**src/qwr_pkg.sv**
```systemverilog
// Purpose: shared constants and types of the quad read sequencer
// Assumes: 24-bit byte address, byte-wide array read port
// Notes:   one-hot state codes are written out
package qwr_pkg;

  // widths
  localparam int ADDR_W = 24;
  localparam int DATA_W = 8;
  localparam int IO_W   = 4;
  localparam int PIN_W  = 6;

  // opcodes
  localparam logic [7:0] OP_DTR_QIO    = 8'hED;
  localparam logic [7:0] OP_WORD_RD    = 8'hE7;
  localparam logic [7:0] OP_SET_WRAP   = 8'h77;
  localparam logic [7:0] OP_SET_PARAM  = 8'hC0;
  localparam logic [7:0] OP_BURST_WRAP = 8'h0C;
  localparam logic [7:0] OP_DTR_WRAP   = 8'h0E;
  localparam logic [7:0] OP_QPI_ON     = 8'h38;
  localparam logic [7:0] OP_QPI_OFF    = 8'hFF;

  // field positions and codes
  localparam int         SKIP_POS      = 4;
  localparam logic [1:0] CONT_KEEP     = 2'h2;
  localparam int         WRAP_DIS_POS  = 4;
  localparam int         WRAP_LEN_POS  = 5;
  localparam int         PARAM_DUM_POS = 4;
  localparam int         PARAM_LEN_POS = 0;

  // cycle counts, last index of each phase; the dummy entries are counts
  localparam logic [5:0] SPI_CMD_LAST  = 6'h07;
  localparam logic [5:0] QPI_CMD_LAST  = 6'h01;
  localparam logic [5:0] ADDR_LAST     = 6'h05;
  localparam logic [5:0] PAIR_LAST     = 6'h01;
  localparam logic [5:0] WCFG_LAST     = 6'h1F;
  localparam logic [5:0] SPI_DTR_DUMMY = 6'h07;
  localparam logic [5:0] WORD_DUMMY    = 6'h02;
  localparam logic [5:0] DUMMY_P00     = 6'h0A;
  localparam logic [5:0] DUMMY_P01     = 6'h04;
  localparam logic [5:0] DUMMY_P10     = 6'h06;
  localparam logic [5:0] DUMMY_P11     = 6'h08;

  // values after reset
  localparam logic       RST_WRAP_DIS  = 1'b1;
  localparam logic [1:0] RST_WRAP_LEN  = 2'h0;
  localparam logic [1:0] RST_DUM_FIELD = 2'h0;
  localparam logic [5:0] PIN_IDLE      = 6'h02;

  // wrap section masks, 8 to 64 bytes
  localparam logic [ADDR_W-1:0] ADDR_ONE = 24'h000001;
  localparam logic [ADDR_W-1:0] MASK_8   = 24'h000007;
  localparam logic [ADDR_W-1:0] MASK_16  = 24'h00000F;
  localparam logic [ADDR_W-1:0] MASK_32  = 24'h00001F;
  localparam logic [ADDR_W-1:0] MASK_64  = 24'h00003F;

  typedef enum logic [8:0] {
    ST_IDLE  = 9'h001,
    ST_CMD   = 9'h002,
    ST_ADDR  = 9'h004,
    ST_MODE  = 9'h008,
    ST_DUMMY = 9'h010,
    ST_DATA  = 9'h020,
    ST_WCFG  = 9'h040,
    ST_PARAM = 9'h080,
    ST_IGN   = 9'h100
  } qwr_state_e;

endpackage

```
**src/qwr_wrap_if.sv**
```systemverilog
// Purpose: carries the read address and wrap setting to the wrap calculator
// Assumes: purely combinational path
// Notes:   user drives, calc answers next_addr
`timescale 1ns/1ps
`default_nettype none
interface qwr_wrap_if;
  logic [qwr_pkg::ADDR_W-1:0] addr;
  logic                       wrap_on;
  logic [1:0]                 len_sel;
  logic [qwr_pkg::ADDR_W-1:0] next_addr;
  modport calc (input addr, input wrap_on, input len_sel, output next_addr);
  modport user (output addr, output wrap_on, output len_sel, input next_addr);
endinterface
`default_nettype wire

```
**src/qwr_flash_read.sv**
```systemverilog
// Purpose: quad and dual-edge read sequencer of a serial NOR flash, device side
// Assumes: array read port answers i_mem_data in the same cycle as o_mem_addr
// Notes:   serial clock is oversampled; it must stay below a quarter of i_sys_clk
`timescale 1ns/1ps
`default_nettype none
module qwr_flash_read #(
  parameter int P_DC1_DUMMY = 7
) (
  input  wire logic                       i_sys_clk,
  input  wire logic                       i_rst,
  input  wire logic                       i_sclk,
  input  wire logic                       i_cs_n,
  input  wire logic [qwr_pkg::IO_W-1:0]   i_io,
  output logic      [qwr_pkg::IO_W-1:0]   o_io,
  output logic      [qwr_pkg::IO_W-1:0]   o_io_oe,
  input  wire logic                       i_quad_lines_enable_bit,
  input  wire logic                       i_dummy_count_select_bit,
  input  wire logic [qwr_pkg::DATA_W-1:0] i_mem_data,
  output logic      [qwr_pkg::ADDR_W-1:0] o_mem_addr,
  output logic                            o_quad_command_mode,
  output logic                            o_opcode_skip_armed,
  output logic                            o_wrap_disable_bit,
  output logic      [1:0]                 o_wrap_length_bits,
  output logic      [1:0]                 o_quad_dummy_count_field
);
  import qwr_pkg::*;

  if (P_DC1_DUMMY < 1 || P_DC1_DUMMY > 63) begin : g_chk
    $error("qwr_flash_read: P_DC1_DUMMY must be 1..63");
  end

  localparam logic [5:0] DC1_DUMMY = 6'(P_DC1_DUMMY);

  // pin conditioning: {io, cs_n, sclk} share one synchroniser
  logic [PIN_W-1:0] pin_lvl;
  logic [PIN_W-1:0] pin_rise;
  logic [PIN_W-1:0] pin_fall;
  qwr_pin_sync #(.W(PIN_W), .P_IDLE(PIN_IDLE)) u_sync (
    .i_sys_clk (i_sys_clk),
    .i_rst     (i_rst),
    .i_pin     ({i_io, i_cs_n, i_sclk}),
    .o_level   (pin_lvl),
    .o_rise    (pin_rise),
    .o_fall    (pin_fall)
  );

  logic            sck_r;
  logic            sck_f;
  logic            cs_start;
  logic            cs_end;
  logic [IO_W-1:0] io_in;
  assign sck_r    = pin_rise[0];
  assign sck_f    = pin_fall[0];
  assign cs_start = pin_fall[1];
  assign cs_end   = pin_rise[1];
  assign io_in    = pin_lvl[PIN_W-1:2];

  qwr_state_e        st;
  qwr_state_e        next_st;
  logic [7:0]        cmd;
  logic [7:0]        sh;
  logic [5:0]        cnt;
  logic [ADDR_W-1:0] addr;
  logic              cont;
  logic [7:0]        cont_cmd;
  logic              quad_command_mode;
  logic              wrap_dis;
  logic [1:0]        wrap_len;
  logic [1:0]        dum_field;
  logic              nib_hi;

  // decode helpers
  logic       dtr;
  logic       has_mode;
  logic       in_ev;
  logic       out_ev;
  logic       adv;
  logic       cmd_last;
  logic [7:0] nib_byte;
  logic [7:0] bit_byte;
  logic [7:0] op_byte;
  logic [5:0] qpi_dum;
  logic [5:0] dum_need;

  assign dtr      = (cmd == OP_DTR_QIO) || (cmd == OP_DTR_WRAP);
  assign has_mode = (cmd == OP_DTR_QIO) || (cmd == OP_WORD_RD);
  // dual-edge phases start on a rise; the fall closing the last opcode clock is no address edge
  assign in_ev    = (dtr && (st == ST_ADDR || st == ST_MODE)) ? (cnt[0] ? sck_f : sck_r) : sck_r;
  assign out_ev   = (st == ST_DATA) && (dtr ? (sck_r | sck_f) : sck_f);
  assign adv      = (st == ST_DUMMY) ? sck_r : in_ev;
  assign cmd_last = cnt == (quad_command_mode ? QPI_CMD_LAST : SPI_CMD_LAST);
  assign nib_byte = {sh[3:0], io_in};
  assign bit_byte = {sh[6:0], io_in[0]};
  assign op_byte  = quad_command_mode ? nib_byte : bit_byte;

  // dummy count of quad command mode from the parameter field
  always_comb begin
    case (dum_field)
      2'h0:    qpi_dum = DUMMY_P00;
      2'h1:    qpi_dum = DUMMY_P01;
      2'h2:    qpi_dum = DUMMY_P10;
      2'h3:    qpi_dum = DUMMY_P11;
      default: qpi_dum = DUMMY_P00;
    endcase
  end

  // dummies that follow the mode byte, or the address where there is none; in quad command mode the DTR mode clock is one of them
  always_comb begin
    case (cmd)
      OP_DTR_QIO: dum_need = quad_command_mode ? (qpi_dum - 6'h01)
                                 : (i_dummy_count_select_bit ? DC1_DUMMY : SPI_DTR_DUMMY);
      OP_WORD_RD: dum_need = WORD_DUMMY;
      default:    dum_need = qpi_dum;
    endcase
  end

  // frame sequencer
  always_comb begin
    next_st = st;
    case (st)
      ST_IDLE: begin
        if (cs_start) begin
          next_st = cont ? ST_ADDR : ST_CMD;
        end
      end
      ST_CMD: begin
        if (in_ev && cmd_last) begin
          case (op_byte)
            OP_DTR_QIO:   next_st = i_quad_lines_enable_bit ? ST_ADDR : ST_IGN;
            OP_WORD_RD:   next_st = (i_quad_lines_enable_bit && !quad_command_mode) ? ST_ADDR : ST_IGN;
            OP_SET_WRAP:  next_st = quad_command_mode ? ST_IGN : ST_WCFG;
            OP_SET_PARAM: next_st = quad_command_mode ? ST_PARAM : ST_IGN;
            OP_BURST_WRAP,
            OP_DTR_WRAP:  next_st = quad_command_mode ? ST_ADDR : ST_IGN;
            default:      next_st = ST_IGN;
          endcase
        end
      end
      ST_ADDR: begin
        if (in_ev && cnt == ADDR_LAST) begin
          next_st = has_mode ? ST_MODE : ST_DUMMY;
        end
      end
      ST_MODE: begin
        if (in_ev && cnt == PAIR_LAST) begin
          next_st = ST_DUMMY;
        end
      end
      ST_DUMMY: begin
        if (sck_r && cnt == dum_need - 6'h01) begin
          next_st = ST_DATA;
        end
      end
      ST_WCFG: begin
        if (in_ev && cnt == WCFG_LAST) begin
          next_st = ST_IGN;
        end
      end
      ST_PARAM: begin
        if (in_ev && cnt == PAIR_LAST) begin
          next_st = ST_IGN;
        end
      end
      ST_DATA, ST_IGN: begin
        next_st = st;
      end
      default: next_st = ST_IDLE;
    endcase
    if (cs_end) begin
      next_st = ST_IDLE;
    end
  end

  always_ff @(posedge i_sys_clk) begin
    if (i_rst) begin
      st <= ST_IDLE;
    end else begin
      st <= next_st;
    end
  end

  // phase counter restarts on every state change
  always_ff @(posedge i_sys_clk) begin
    if (i_rst || next_st != st) begin
      cnt <= 6'h00;
    end else if (adv) begin
      cnt <= cnt + 6'h01;
    end
  end

  // shift register for opcode, mode, wrap and parameter bytes
  always_ff @(posedge i_sys_clk) begin
    if (i_rst) begin
      sh <= 8'h00;
    end else if (in_ev && (st == ST_CMD || st == ST_MODE || st == ST_WCFG || st == ST_PARAM)) begin
      sh <= (quad_command_mode || st == ST_MODE) ? nib_byte : bit_byte;
    end
  end

  // opcode of the frame; a skipped opcode is replayed from the armed one
  always_ff @(posedge i_sys_clk) begin
    if (i_rst) begin
      cmd <= 8'h00;
    end else if (st == ST_CMD && in_ev && cmd_last) begin
      cmd <= op_byte;
    end else if (st == ST_IDLE && cs_start && cont) begin
      cmd <= cont_cmd;
    end
  end

  // continuous mode: only bits 5:4 of the mode byte are looked at
  always_ff @(posedge i_sys_clk) begin
    if (i_rst) begin
      cont     <= 1'b0;
      cont_cmd <= 8'h00;
    end else if (st == ST_MODE && in_ev && cnt == PAIR_LAST) begin
      cont     <= nib_byte[SKIP_POS +: 2] == CONT_KEEP;
      cont_cmd <= cmd;
    end
  end

  // command mode switch; entry needs quad enable
  always_ff @(posedge i_sys_clk) begin
    if (i_rst) begin
      quad_command_mode <= 1'b0;
    end else if (st == ST_CMD && in_ev && cmd_last) begin
      if (op_byte == OP_QPI_ON && i_quad_lines_enable_bit) begin
        quad_command_mode <= 1'b1;
      end else if (op_byte == OP_QPI_OFF && quad_command_mode) begin
        quad_command_mode <= 1'b0;
      end
    end
  end

  // wrap length is one register so it survives a mode switch
  always_ff @(posedge i_sys_clk) begin
    if (i_rst) begin
      wrap_dis  <= RST_WRAP_DIS;
      wrap_len  <= RST_WRAP_LEN;
      dum_field <= RST_DUM_FIELD;
    end else if (st == ST_WCFG && in_ev && cnt == WCFG_LAST) begin
      wrap_dis  <= bit_byte[WRAP_DIS_POS];
      wrap_len  <= bit_byte[WRAP_LEN_POS +: 2];
    end else if (st == ST_PARAM && in_ev && cnt == PAIR_LAST) begin
      dum_field <= nib_byte[PARAM_DUM_POS +: 2];
      wrap_len  <= nib_byte[PARAM_LEN_POS +: 2];
    end
  end

  // wrap applies to SPI-mode quad reads after a burst setting, and to burst wrap reads
  qwr_wrap_if wif ();
  assign wif.addr    = addr;
  assign wif.len_sel = wrap_len;
  assign wif.wrap_on = ((cmd == OP_DTR_QIO || cmd == OP_WORD_RD) && !quad_command_mode && !wrap_dis)
                     || cmd == OP_BURST_WRAP || cmd == OP_DTR_WRAP;
  qwr_wrap_calc u_wrap (
    .w (wif)
  );

  // address shifts in by nibble, then steps after each low nibble out
  always_ff @(posedge i_sys_clk) begin
    if (i_rst) begin
      addr <= '0;
    end else if (st == ST_ADDR && in_ev) begin
      addr <= {addr[ADDR_W-5:0], io_in};
    end else if (out_ev && !nib_hi && !cs_end) begin
      addr <= wif.next_addr;
    end
  end

  // data out, high nibble first; drivers off as soon as the frame ends
  always_ff @(posedge i_sys_clk) begin
    if (i_rst) begin
      o_io    <= 4'h0;
      o_io_oe <= 4'h0;
      nib_hi  <= 1'b1;
    end else if (st != ST_DATA || cs_end) begin
      o_io_oe <= 4'h0;
      nib_hi  <= 1'b1;
    end else if (out_ev) begin
      o_io    <= nib_hi ? i_mem_data[7:4] : i_mem_data[3:0];
      o_io_oe <= 4'hF;
      nib_hi  <= !nib_hi;
    end
  end

  assign o_mem_addr               = addr;
  assign o_quad_command_mode      = quad_command_mode;
  assign o_opcode_skip_armed      = cont;
  assign o_wrap_disable_bit       = wrap_dis;
  assign o_wrap_length_bits       = wrap_len;
  assign o_quad_dummy_count_field = dum_field;
endmodule
`default_nettype wire

```
**src/qwr_pin_sync.sv**
```systemverilog
// Purpose: three-stage synchroniser with agreement filter and edge pulses
// Assumes: pins are asynchronous to i_sys_clk
// Notes:   a change counts once stages two and three agree
`timescale 1ns/1ps
`default_nettype none
module qwr_pin_sync #(
  parameter int                       W      = qwr_pkg::PIN_W,
  parameter logic [qwr_pkg::PIN_W-1:0] P_IDLE = qwr_pkg::PIN_IDLE
) (
  input  wire logic         i_sys_clk,
  input  wire logic         i_rst,
  input  wire logic [W-1:0] i_pin,
  output logic      [W-1:0] o_level,
  output logic      [W-1:0] o_rise,
  output logic      [W-1:0] o_fall
);
  import qwr_pkg::*;

  if (W < 1 || W > PIN_W) begin : g_chk
    $error("qwr_pin_sync: W out of range");
  end

  // one chain per pin; stage one feeds stage two only
  for (genvar i = 0; i < W; i++) begin : g_bit
    logic s1;
    logic s2;
    logic s3;
    always_ff @(posedge i_sys_clk) begin
      if (i_rst) begin
        s1         <= P_IDLE[i];
        s2         <= P_IDLE[i];
        s3         <= P_IDLE[i];
        o_level[i] <= P_IDLE[i];
        o_rise[i]  <= 1'b0;
        o_fall[i]  <= 1'b0;
      end else begin
        s1         <= i_pin[i];
        s2         <= s1;
        s3         <= s2;
        o_rise[i]  <= (s2 == s3) && s2 && !o_level[i];
        o_fall[i]  <= (s2 == s3) && !s2 && o_level[i];
        if (s2 == s3) begin
          o_level[i] <= s2;
        end
      end
    end
  end
endmodule
`default_nettype wire

```
**src/qwr_wrap_calc.sv**
```systemverilog
// Purpose: next byte address, linear or wrapped inside an aligned section
// Assumes: section of at most 64 bytes, so it never leaves a 256-byte page
// Notes:   linear mode rolls over at the top of the address space
`timescale 1ns/1ps
`default_nettype none
module qwr_wrap_calc (
  qwr_wrap_if.calc w
);
  import qwr_pkg::*;

  logic [ADDR_W-1:0] inc;
  logic [ADDR_W-1:0] mask;

  // keep the upper bits, let only the in-section bits count
  always_comb begin
    inc = w.addr + ADDR_ONE;
    case (w.len_sel)
      2'h0:    mask = MASK_8;
      2'h1:    mask = MASK_16;
      2'h2:    mask = MASK_32;
      2'h3:    mask = MASK_64;
      default: mask = MASK_8;
    endcase
    w.next_addr = w.wrap_on ? ((w.addr & ~mask) | (inc & mask)) : inc;
  end
endmodule
`default_nettype wire

```
**config.mk**
```make
export PLATFORM = sky130hd
export DESIGN_NAME = qwr_flash_read
export DESIGN_NICKNAME = d
export VERILOG_FILES = /design/src/qwr_pkg.sv /design/src/qwr_wrap_if.sv /design/src/qwr_flash_read.sv /design/src/qwr_pin_sync.sv /design/src/qwr_wrap_calc.sv
export SDC_FILE = /design/constraint.sdc
export NUM_CORES = 1
export LEC_CHECK = 0
export BUFFER_PORTS_ARGS = -buffer_cell sky130_fd_sc_hd__buf_2
export CAP_MARGIN = 25
export CORE_MARGIN = 1
export CORE_UTILIZATION = 54
export DETAILED_ROUTE_END_ITERATION = 8
export GPL_TIMING_DRIVEN = 0
export PLACE_DENSITY = 0.74
export SLEW_MARGIN = 20
export SYNTH_ARGS = -nofsm -noshare
export SYNTH_HDL_FRONTEND = slang
export SYNTH_SLANG_ARGS = --single-unit
```
**constraint.sdc**
```tcl
create_clock -name i_sys_clk -period 3 [get_ports i_sys_clk]
set_input_delay 0.3 -clock i_sys_clk [delete_from_list [all_inputs] [get_ports i_sys_clk]]
set_output_delay 0.3 -clock i_sys_clk [all_outputs]
set_load 0.1 [all_outputs]
```
Word-level counts from Yosys, hierarchy flattened
Cells that the tools add are included.
- add/sub/neg operators: 4
- reductions and logical operators: 65
- equality and inequality tests: 41
- bitwise logic cells: 7
- mux-type cells: 38
- operator list (cell ; number):
    $mux 9 ; 13
    $pmux 24 s4 ; 1
    $mux 24 ; 3
    $pmux 9 s8 ; 1
    $and 24x24->24 ; 2
    $eq 8x8->1 const B ; 6
    $pmux 9 s5 ; 1
    $logic_and 1x1->1 ; 34
    $eq 8x4->1 const B ; 4
    $add 24x1->24 const B ; 1
    $mux 8 ; 3
    $not 24->24 ; 1
    $or 24x24->24 ; 1
    $pmux 6 s4 ; 1
    $pmux 6 s2 ; 1
    $sub 6x1->6 const B ; 2
    $logic_or 1x1->1 ; 11
    $eq 2x2->1 const B ; 5
    $eq 9x1->1 const B ; 1
    $eq 9x2->1 const B ; 1
    $eq 9x3->1 const B ; 1
    $eq 9x4->1 const B ; 1
    $eq 9x5->1 const B ; 1
    $eq 9x6->1 const B ; 1
    29 further kinds ; 58
- output and inout port bits: 39
- logic and storage cells: 197
- input bits: 18
- register bits after elaboration: 103

Depth between registers and ports, before layout
Gate-level depths: netlist of the first run.
- word-level depth: 13
- depth in mapped cells: 12
- depth with buffers taken out: 11

Cells and area by module
A second synthesis of the first run with hierarchy kept.
- cells, all modules: 728
- area total of the unflattened synthesis: 6354.8 um^2
- by module, submodules not included (module ; cells an instance ; seq. area each (um^2) ; area an instance (um^2) ; times used):
    qwr_flash_read ; 558 ; 1501.4 ; 4675.7 ; 1
    qwr_pin_sync ; 106 ; 720.7 ; 1207.4 ; 1
    qwr_wrap_calc ; 64 ; 0.0 ; 471.7 ; 1

Least setup slack after synthesis of the first run
OpenSTA, ideal clock, no wires.
- kind: reg-to-reg
- from: register quad_command_mode (netlist: o_quad_command_mode)
- to: register cnt[0]
- arrival: 3661 ps
- library setup time: 73 ps
- stages on the path, launching flop included: 12
- data required time: 2927 ps
- slack: -734 ps
- period minus slack after synthesis: 3734 ps
- path buffers: 3
- path through: dfxtp_1 > buf_2 > clkbuf_1 > buf_1 > o211ai_1 > o31ai_1 > ha_1 > mux2i_1 > a2111oi_2 > o211ai_1 > a2111oi_4 > nor3b_2
- longest elaborated chain between the ends: 10
- elaborated cells between the ends (all ways): 29
- classes of those cells: 1 x add/sub; 9 x eq/ne; 13 x mux; 6 x reduce/logical
- RTL lines (element ; line ; source):
    from (decl) ; qwr_flash_read.sv:66 ; logic quad_command_mode;
    from (signal assigned) ; qwr_flash_read.sv:225 ; quad_command_mode <= 1'b0;
    from (signal assigned) ; qwr_flash_read.sv:228 ; quad_command_mode <= 1'b1;
    from (signal assigned) ; qwr_flash_read.sv:230 ; quad_command_mode <= 1'b0;
    $mux 6 ; qwr_flash_read.sv:110 ; OP_DTR_QIO: dum_need = quad_command_mode ? (qpi_dum - 6'h01)
    $pmux 6 s2 ; qwr_flash_read.sv:109 ; case (cmd)
    $sub 6x1->6 ; qwr_flash_read.sv:150 ; if (sck_r && cnt == dum_need - 6'h01) begin
    $eq 6x6->1 ; qwr_flash_read.sv:150 ;
    $logic_and 1x1->1 ; qwr_flash_read.sv:150 ;
    $mux 9 ; qwr_flash_read.sv:150 ;
    $pmux 9 s8 (*) ; qwr_flash_read.sv:120 ; case (st)
    $mux 9 (*) ; qwr_flash_read.sv:169 ; if (cs_end) begin
    $ne 9x9->1 (*) ; qwr_flash_read.sv:184 ; if (i_rst || next_st != st) begin
    $logic_or 1x1->1 (*) ; qwr_flash_read.sv:184 ;
    to (signal assigned) ; qwr_flash_read.sv:187 ; cnt <= cnt + 6'h01;
    to (decl) ; qwr_flash_read.sv:62 ; logic [5:0] cnt;
Every way passes the cells marked *; elsewhere a longest branch is shown, timed or not.
A chain may end at the register's enable or synchronous reset.

Worst setup path after layout of the first run
- from: register dum_field[1] (netlist: o_quad_dummy_count_field[1])
- to: register cnt[5]
- longest elaborated chain between the ends: 13
- elaborated cells between the ends (all ways): 16
- classes of those cells: 2 x add/sub; 5 x eq/ne; 6 x mux; 3 x reduce/logical
- RTL lines (element ; line ; source):
    from (decl) ; qwr_flash_read.sv:69 ; logic [1:0] dum_field;
    from (signal assigned) ; qwr_flash_read.sv:245 ; dum_field <= nib_byte[PARAM_DUM_POS +: 2];
    $eq 2x2->1, or another cell as far along ; qwr_flash_read.sv:98 ; case (dum_field)
    $pmux 6 s4 (*) ; qwr_flash_read.sv:98 ;
    $sub 6x1->6 ; qwr_flash_read.sv:110 ;
    $mux 6 ; qwr_flash_read.sv:110 ;
    $pmux 6 s2 (*) ; qwr_flash_read.sv:109 ;
    $sub 6x1->6 (*) ; qwr_flash_read.sv:150 ;
    $eq 6x6->1 (*) ; qwr_flash_read.sv:150 ;
    $logic_and 1x1->1 (*) ; qwr_flash_read.sv:150 ;
    $mux 9 (*) ; qwr_flash_read.sv:150 ;
    $pmux 9 s8 (*) ; qwr_flash_read.sv:120 ;
    $mux 9 (*) ; qwr_flash_read.sv:169 ;
    $ne 9x9->1 (*) ; qwr_flash_read.sv:184 ;
    $logic_or 1x1->1 (*) ; qwr_flash_read.sv:184 ;
Every way passes the cells marked *; elsewhere a longest branch is shown, timed or not. The select of a mux whose other input is x is not followed.

==> results of run 1 <==
-- what timing repair did --
| action | in CTS | in global routing |
|---|---|---|
| cloned | 0 | 0 |
| endpoints found under the setup margin | 14 | 40 |
| resized for setup | 13 | 21 |
| pin swaps | 2 | 5 |
| buffers inserted | 0 | 11 |
-- power groups by stage --
stage / clock (W) / combinational, W / sequential, W
final: 0.000917 / 0.0000762 / 0.00138
after floorplan: 0 / 0.0000469 / 0.00141
after global placement: 0 / 0.0000728 / 0.00141
after detailed placement: 0 / 0.0000756 / 0.00141
after global routing: 0.000980 / 0.0000829 / 0.00138
after CTS: 0.000926 / 0.0000759 / 0.00138
-- path summary, 6_finish.rpt --
kind | start | slack (ps) | cells after the start | endpoint
max | o_quad_dummy_count_field[1] | 6 | 10 | cnt[5]
min | i_cs_n | 90 | 2 | u_sync.g_bit[1].s1
max reg2reg | o_quad_dummy_count_field[1] | 6 | 10 | cnt[5]
min reg2reg | u_sync.g_bit[1].s1 | 440 | 1 | u_sync.g_bit[1].s2
-- sequential cells by signal, indices dropped and copies added, names as in the netlist, 7 cells and up, named ones only --
signal      flops
sh              7
cmd             8
st              9
o_mem_addr     21
cont_cmd        8
-- cell type report --
cell class | instances | area (um2) | share of cell area [%]
repair buffers | 66 | 370 | 5.33
flip-flops and latches | 103 | 2080 | 29.9
well taps | 140 | 175 | 2.52
multi-input cells | 551 | 3810 | 54.8
inverters | 20 | 80.1 | 1.15
plain buffers | 51 | 235 | 3.38
clock inverters | 7 | 78.8 | 1.13
clock buffers | 9 | 124 | 1.78
-- metrics by stage --
step           total power, W  std cells
2_1_floorplan         0.00146        727
3_3_place_gp          0.00149        922
3_5_place_dp          0.00149        922
4_1_cts               0.00238        938
5_1_grt               0.00245        947
6_report              0.00237        947
-- placed cells by master, fill, tap and decap left out, types with 5 or more instances in the layout --
cell	n
o21ai_0	13
or4_1	5
xnor2_1	16
and4_1	6
nor3b_2	6
or3_1	8
nor4_1	6
mux2i_1	23
and3_1	14
clkbuf_8	9
inv_1	18
nand2_1	66
a21oi_1	38
ha_1	9
o211ai_1	5
a211oi_1	38
nor3b_1	7
nand3_1	30
dfxtp_1	99
buf_2	66
buf_4	15
nor2_1	77
nand4_1	14
nor2b_1	26
clkbuf_1	27
nor3_1	14
xor2_1	19
-- layer usage --
metal | track usage (%) | part of all wire (%) | vias to the layer above
li1 | - | - | 2781
met4 | 11.0 | 2.6 | 0
met5 | 0 | 0 | -
met2 | 48.4 | 49 | 170
met3 | 4.66 | 4.0 | 35
met1 | 36.4 | 45 | 2755
-- logic make-up after synthesis --
logic type	count (synthesis)	share of synthesized area [%]
xor+xnor	35	5.07
compound gates	150	18.5
simple gates	328	30.3
flops	103	34.1
fa+ha+maj	12	2.48
buf+inv	73	5.09
mux	26	4.35
==> results.json, run 1 <==
{
  "p_int_w": 0.00174,
  "ys_top_cells_by_count": "103 x dfxtp_1, 77 x nor2_1, 66 x nand2_1",
  "ant_nets": 0,
  "worst_pin_slew_ps": 1040,
  "min_period_over_period_pct": 99.8,
  "vias": 5741,
  "crit_buf_inv": 1,
  "cts_tree": "yes",
  "finalSetupTns_ps": 0,
  "nets": 832,
  "synthTopCellsByArea": "dfxtp_1 34%, a211oi_1 4.8%, nor2_1 4.8%",
  "hold_viol": 0,
  "first_pass_iters": 7,
  "yosysTopAreaCell": "dfxtp_1",
  "core_mm2": 0.0109,
  "routed_wl_um": 16400,
  "final_core_util_pct": 63.8,
  "placed_cell_area_mm2": 0.00652,
  "hold_class": "primary input to flop",
  "n_fill_cell": 952,
  "power_switching_w": 0.000631,
  "cpPeakStageDelay_ps": 430,
  "io_pins": 57,
  "final.min_clock_period_ps": 2990,
  "synth_warnings": 0,
  "clkTransAtPathRegs_ps": 120,
  "crit_required_ps": 3320,
  "track_usage_pct": 28.6,
  "skew_ps": 18.0,
  "yosys.area.top_type_share_pct": 34.1,
  "p_per_area_mw_per_mm2": 342,
  "clockBufferDepth": 2,
  "cts_buffers": 9,
  "fmax_mhz": 334,
  "syn_inst": 727,
  "crit_path_frequent_cell": "a2111oi_4",
  "slew_violations": 0,
  "synth_edf_count": 0,
  "yosysMostFrequentCell": "dfxtp_1",
  "pre_cts_slack_ps": -393,
  "wl_per_cell_um": 17.3,
  "cts.sinks": 103,
  "port_buffers": 55,
  "worst_slack_ps": 6.29,
  "grt_pass1_wl_um": 26100,
  "cp-end-kind": "flop",
  "cp-start-kind": "flop",
  "holdBufCountCts": 0,
  "root_buffer": "clkbuf_8",
  "synthFlopType": "dfxtp_1",
  "critical_path_arrival_ps": 3310,
  "dieArea_mm2": 0.0116,
  "worstPathCellList": "inv_4 -> ha_4 -> or3b_4 -> o41ai_4 -> a221oi_4 -> mux2i_2 -> a2111oi_4 -> o211ai_1 -> a2111oi_4 -> nor3b_2",
  "grt_max_degree": 22,
  "synth_seq_cells": 103,
  "leakage_nw": 2.66,
  "clock_power_share_pct": 38.6,
  "die_height_um": 108,
  "start_util_pct": 55.5,
  "finalInstanceArea_mm2": 0.00695,
  "worst_path_max_delay_cell": "a2111oi_4",
  "p_comb_share_pct": 3.2,
  "grt-ovfl-total": 0,
  "rsz0062_at_grt": "true",
  "drive_gt1_share_pct": 20.1,
  "area_growth_pct": 15.0,
  "async_flop_share_pct": 0,
  "ir_worst_vdd_mv": 0.474,
  "yosysSeqAreaShare_pct": 34.1,
  "outcome": "finished, final reports clean",
  "die_x_um": 108,
  "num_rows": 38,
  "switching_share_pct": 26.6,
  "critPathMaxFanout": 6,
  "syn_nets": 757,
  "drt_iter0_drc": 443,
  "worst-setup-path-type": "flop to flop",
  "via_per_inst": 6.06,
  "n_antenna_cell": 0,
  "seqPwrFrac_pct": 58.2,
  "ys_types": 81,
  "antenna_found_initial": 0,
  "cp_top_family": "compound AO/OA/AOI/OAI gates",
  "finalSetupViolations": 0,
  "htreeDepth": 3,
  "slew_headroom_pct": 30.3,
  "first_global_vias": 5276,
  "synth_area_mm2": 0.00604,
  "drcViolationCount": 0,
  "whs_ps": 90.6,
  "gp_congestion": 0.919,
  "clkLatencyLatePin_ps": 400,
  "cap_violations": 0,
  "syn_area_per_cell_um2": 8.31,
  "place_hpwl_um": 11800
}
Power figures use the tool's default switching activity.
==> run 2: changes to the inputs <==
--- a/config.mk
+++ b/config.mk
@@ -8,10 +8,11 @@
 export BUFFER_PORTS_ARGS = -buffer_cell sky130_fd_sc_hd__buf_2
 export CAP_MARGIN = 25
 export CORE_MARGIN = 1
-export CORE_UTILIZATION = 54
+export CORE_UTILIZATION = 35
 export DETAILED_ROUTE_END_ITERATION = 8
 export GPL_TIMING_DRIVEN = 0
-export PLACE_DENSITY = 0.74
+export PLACE_DENSITY = 0.51
+export REMOVE_ABC_BUFFERS = 1
 export SLEW_MARGIN = 20
 export SYNTH_ARGS = -nofsm -noshare
 export SYNTH_HDL_FRONTEND = slang
==> run 2 against run 1 <==
Compared with the run above: largest power group unchanged; the run now ends with setup timing left; global-route usage fell by 10 points; sequential power about the same; clock power up 30%; power is 11% higher; critical endpoint is now cnt[1]; highest routed layer unchanged; final cell count increased by 3.6%; non-clock buffer count is 46 lower.
==> results.json, run 2 (synthesis results as in run 1) <==
{
  "ant_nets": 0,
  "grt-ovfl-total": 0,
  "root_buffer": "clkbuf_16",
  "final_core_util_pct": 42.0,
  "min_period_over_period_pct": 100,
  "cp_top_family": "compound AO/OA/AOI/OAI gates",
  "outcome": "finished with violations",
  "final_cell_mix": "93 x dfxtp_1, 77 x nor2_1, 66 x nand2_1",
  "antenna_found_initial": 0,
  "dieArea_mm2": 0.0178,
  "cap_violations": 0,
  "htreeDepth": 3,
  "grt_pass1_wl_um": 26500,
  "skew_ps": 11.6,
  "clkLatencyLatePin_ps": 360,
  "final_common_cell": "dfxtp_1",
  "first_global_vias": 5037,
  "placed_cell_area_mm2": 0.00643,
  "start_util_pct": 36.2,
  "fmax_mhz": 332,
  "final.min_clock_period_ps": 3010,
  "slew_headroom_pct": 43.5,
  "first_pass_iters": 5,
  "cts_buffers": 9,
  "finalSetupTns_ps": -33.6,
  "num_rows": 47,
  "port_buffers": 55,
  "place_hpwl_um": 11400,
  "whs_ps": 126,
  "leakage_nw": 2.61,
  "cp-start-kind": "flop",
  "finalSetupViolations": 5,
  "cts.sinks": 103,
  "track_usage_pct": 18.6,
  "die_x_um": 133,
  "rsz0062_at_grt": "true",
  "cpPeakStageDelay_ps": 380,
  "drcViolationCount": 0,
  "crit_buf_inv": 2,
  "io_pins": 57,
  "worst_slack_ps": -12.4,
  "drive_gt1_share_pct": 19.8,
  "holdBufCountCts": 0,
  "ir_worst_vdd_mv": 0.259,
  "crit_path_frequent_cell": "a2111oi_4",
  "clockBufferDepth": 2,
  "worst_path_max_delay_cell": "dfxtp_4",
  "clkTransAtPathRegs_ps": 70,
  "worst-setup-path-type": "flop to flop",
  "critPathMaxFanout": 6,
  "crit_required_ps": 3280,
  "via_per_inst": 5.52,
  "worst_pin_slew_ps": 841,
  "p_per_area_mw_per_mm2": 378,
  "area_growth_pct": 15.9,
  "cp-end-kind": "flop",
  "cts_tree": "yes",
  "drt_iter0_drc": 339,
  "hold_class": "primary input to flop",
  "failed_checks": "setup timing",
  "vias": 5417,
  "gp_congestion": 0.849,
  "die_height_um": 133,
  "n_antenna_cell": 0,
  "worstPathCellList": "inv_4 -> ha_4 -> or3b_1 -> o41ai_2 -> a221oi_2 -> mux2i_1 -> a2111oi_4 -> o211ai_1 -> a2111oi_4 -> buf_4 -> nor3b_2",
  "wl_per_cell_um": 16.7,
  "slew_violations": 0,
  "largest_register_ffs": 21,
  "critical_path_arrival_ps": 3290,
  "nets": 786,
  "n_fill_cell": 1725,
  "routed_wl_um": 16400,
  "grt_max_degree": 72,
  "finalInstanceArea_mm2": 0.00701,
  "hold_viol": 0,
  "core_mm2": 0.0167
}
## run 2: path summary, 6_finish.rpt
kind | slack (ps) | startpoint | endpoint | cells after the start
hold reg to reg | 420 | u_sync.g_bit[1].s1 | u_sync.g_bit[1].s2 | 1
hold / removal | 130 | i_cs_n | u_sync.g_bit[1].s1 | 2
setup reg to reg | -10 | o_quad_dummy_count_field[1] | cnt[1] | 11
setup / recovery | -10 | o_quad_dummy_count_field[1] | cnt[1] | 11
## run 2: routing by layer
metal	vias up	global-route usage [%]	share of wire, %
met3	17	3.16	3.8
met1	2600	25.2	48
met2	120	30.0	47
met4	0	5.87	1.7
met5	-	0	0
li1	2680	-	-
## run 2: power breakdown
part           switching, W  leakage (nW)  internal (W)  total (W)
logic             0.0000414          1.63     0.0000324  0.0000738
clock network      0.000601         0.143      0.000589    0.00119
registers        0.00000646         0.839       0.00138    0.00138
## run 2: metrics by stage
stage / power (W) / setup WS (ps) / cells
2_1_floorplan: 0.00145 / -733 / 674
3_3_place_gp: 0.00148 / -1610 / 949
3_5_place_dp: 0.00149 / -939 / 951
4_1_cts: 0.00268 / 0.549 / 977
5_1_grt: 0.00273 / -150 / 981
6_report: 0.00265 / -12.4 / 981
## run 2: area by class of cell
class / instances / area, um2 / share of cell area, %
Sequential cell: 103 / 2080 / 29.7
Multi-Input combinational cell: 551 / 3800 / 54.2
Tap cell: 220 / 275 / 3.93
Timing Repair Buffer: 71 / 477 / 6.80
Inverter: 20 / 77.6 / 1.11
Clock buffer: 9 / 225 / 3.21
Clock inverter: 7 / 75.1 / 1.07
## run 2: repair_timing
item | 4_1_cts | 5_1_grt
resized for setup | 19 | 19
buffers inserted | 10 | 3
endpoints found under the setup margin | 38 | 22
gates cloned | 0 | 0
hold endpoints to repair | 0 | 0
pin swaps | 10 | 9
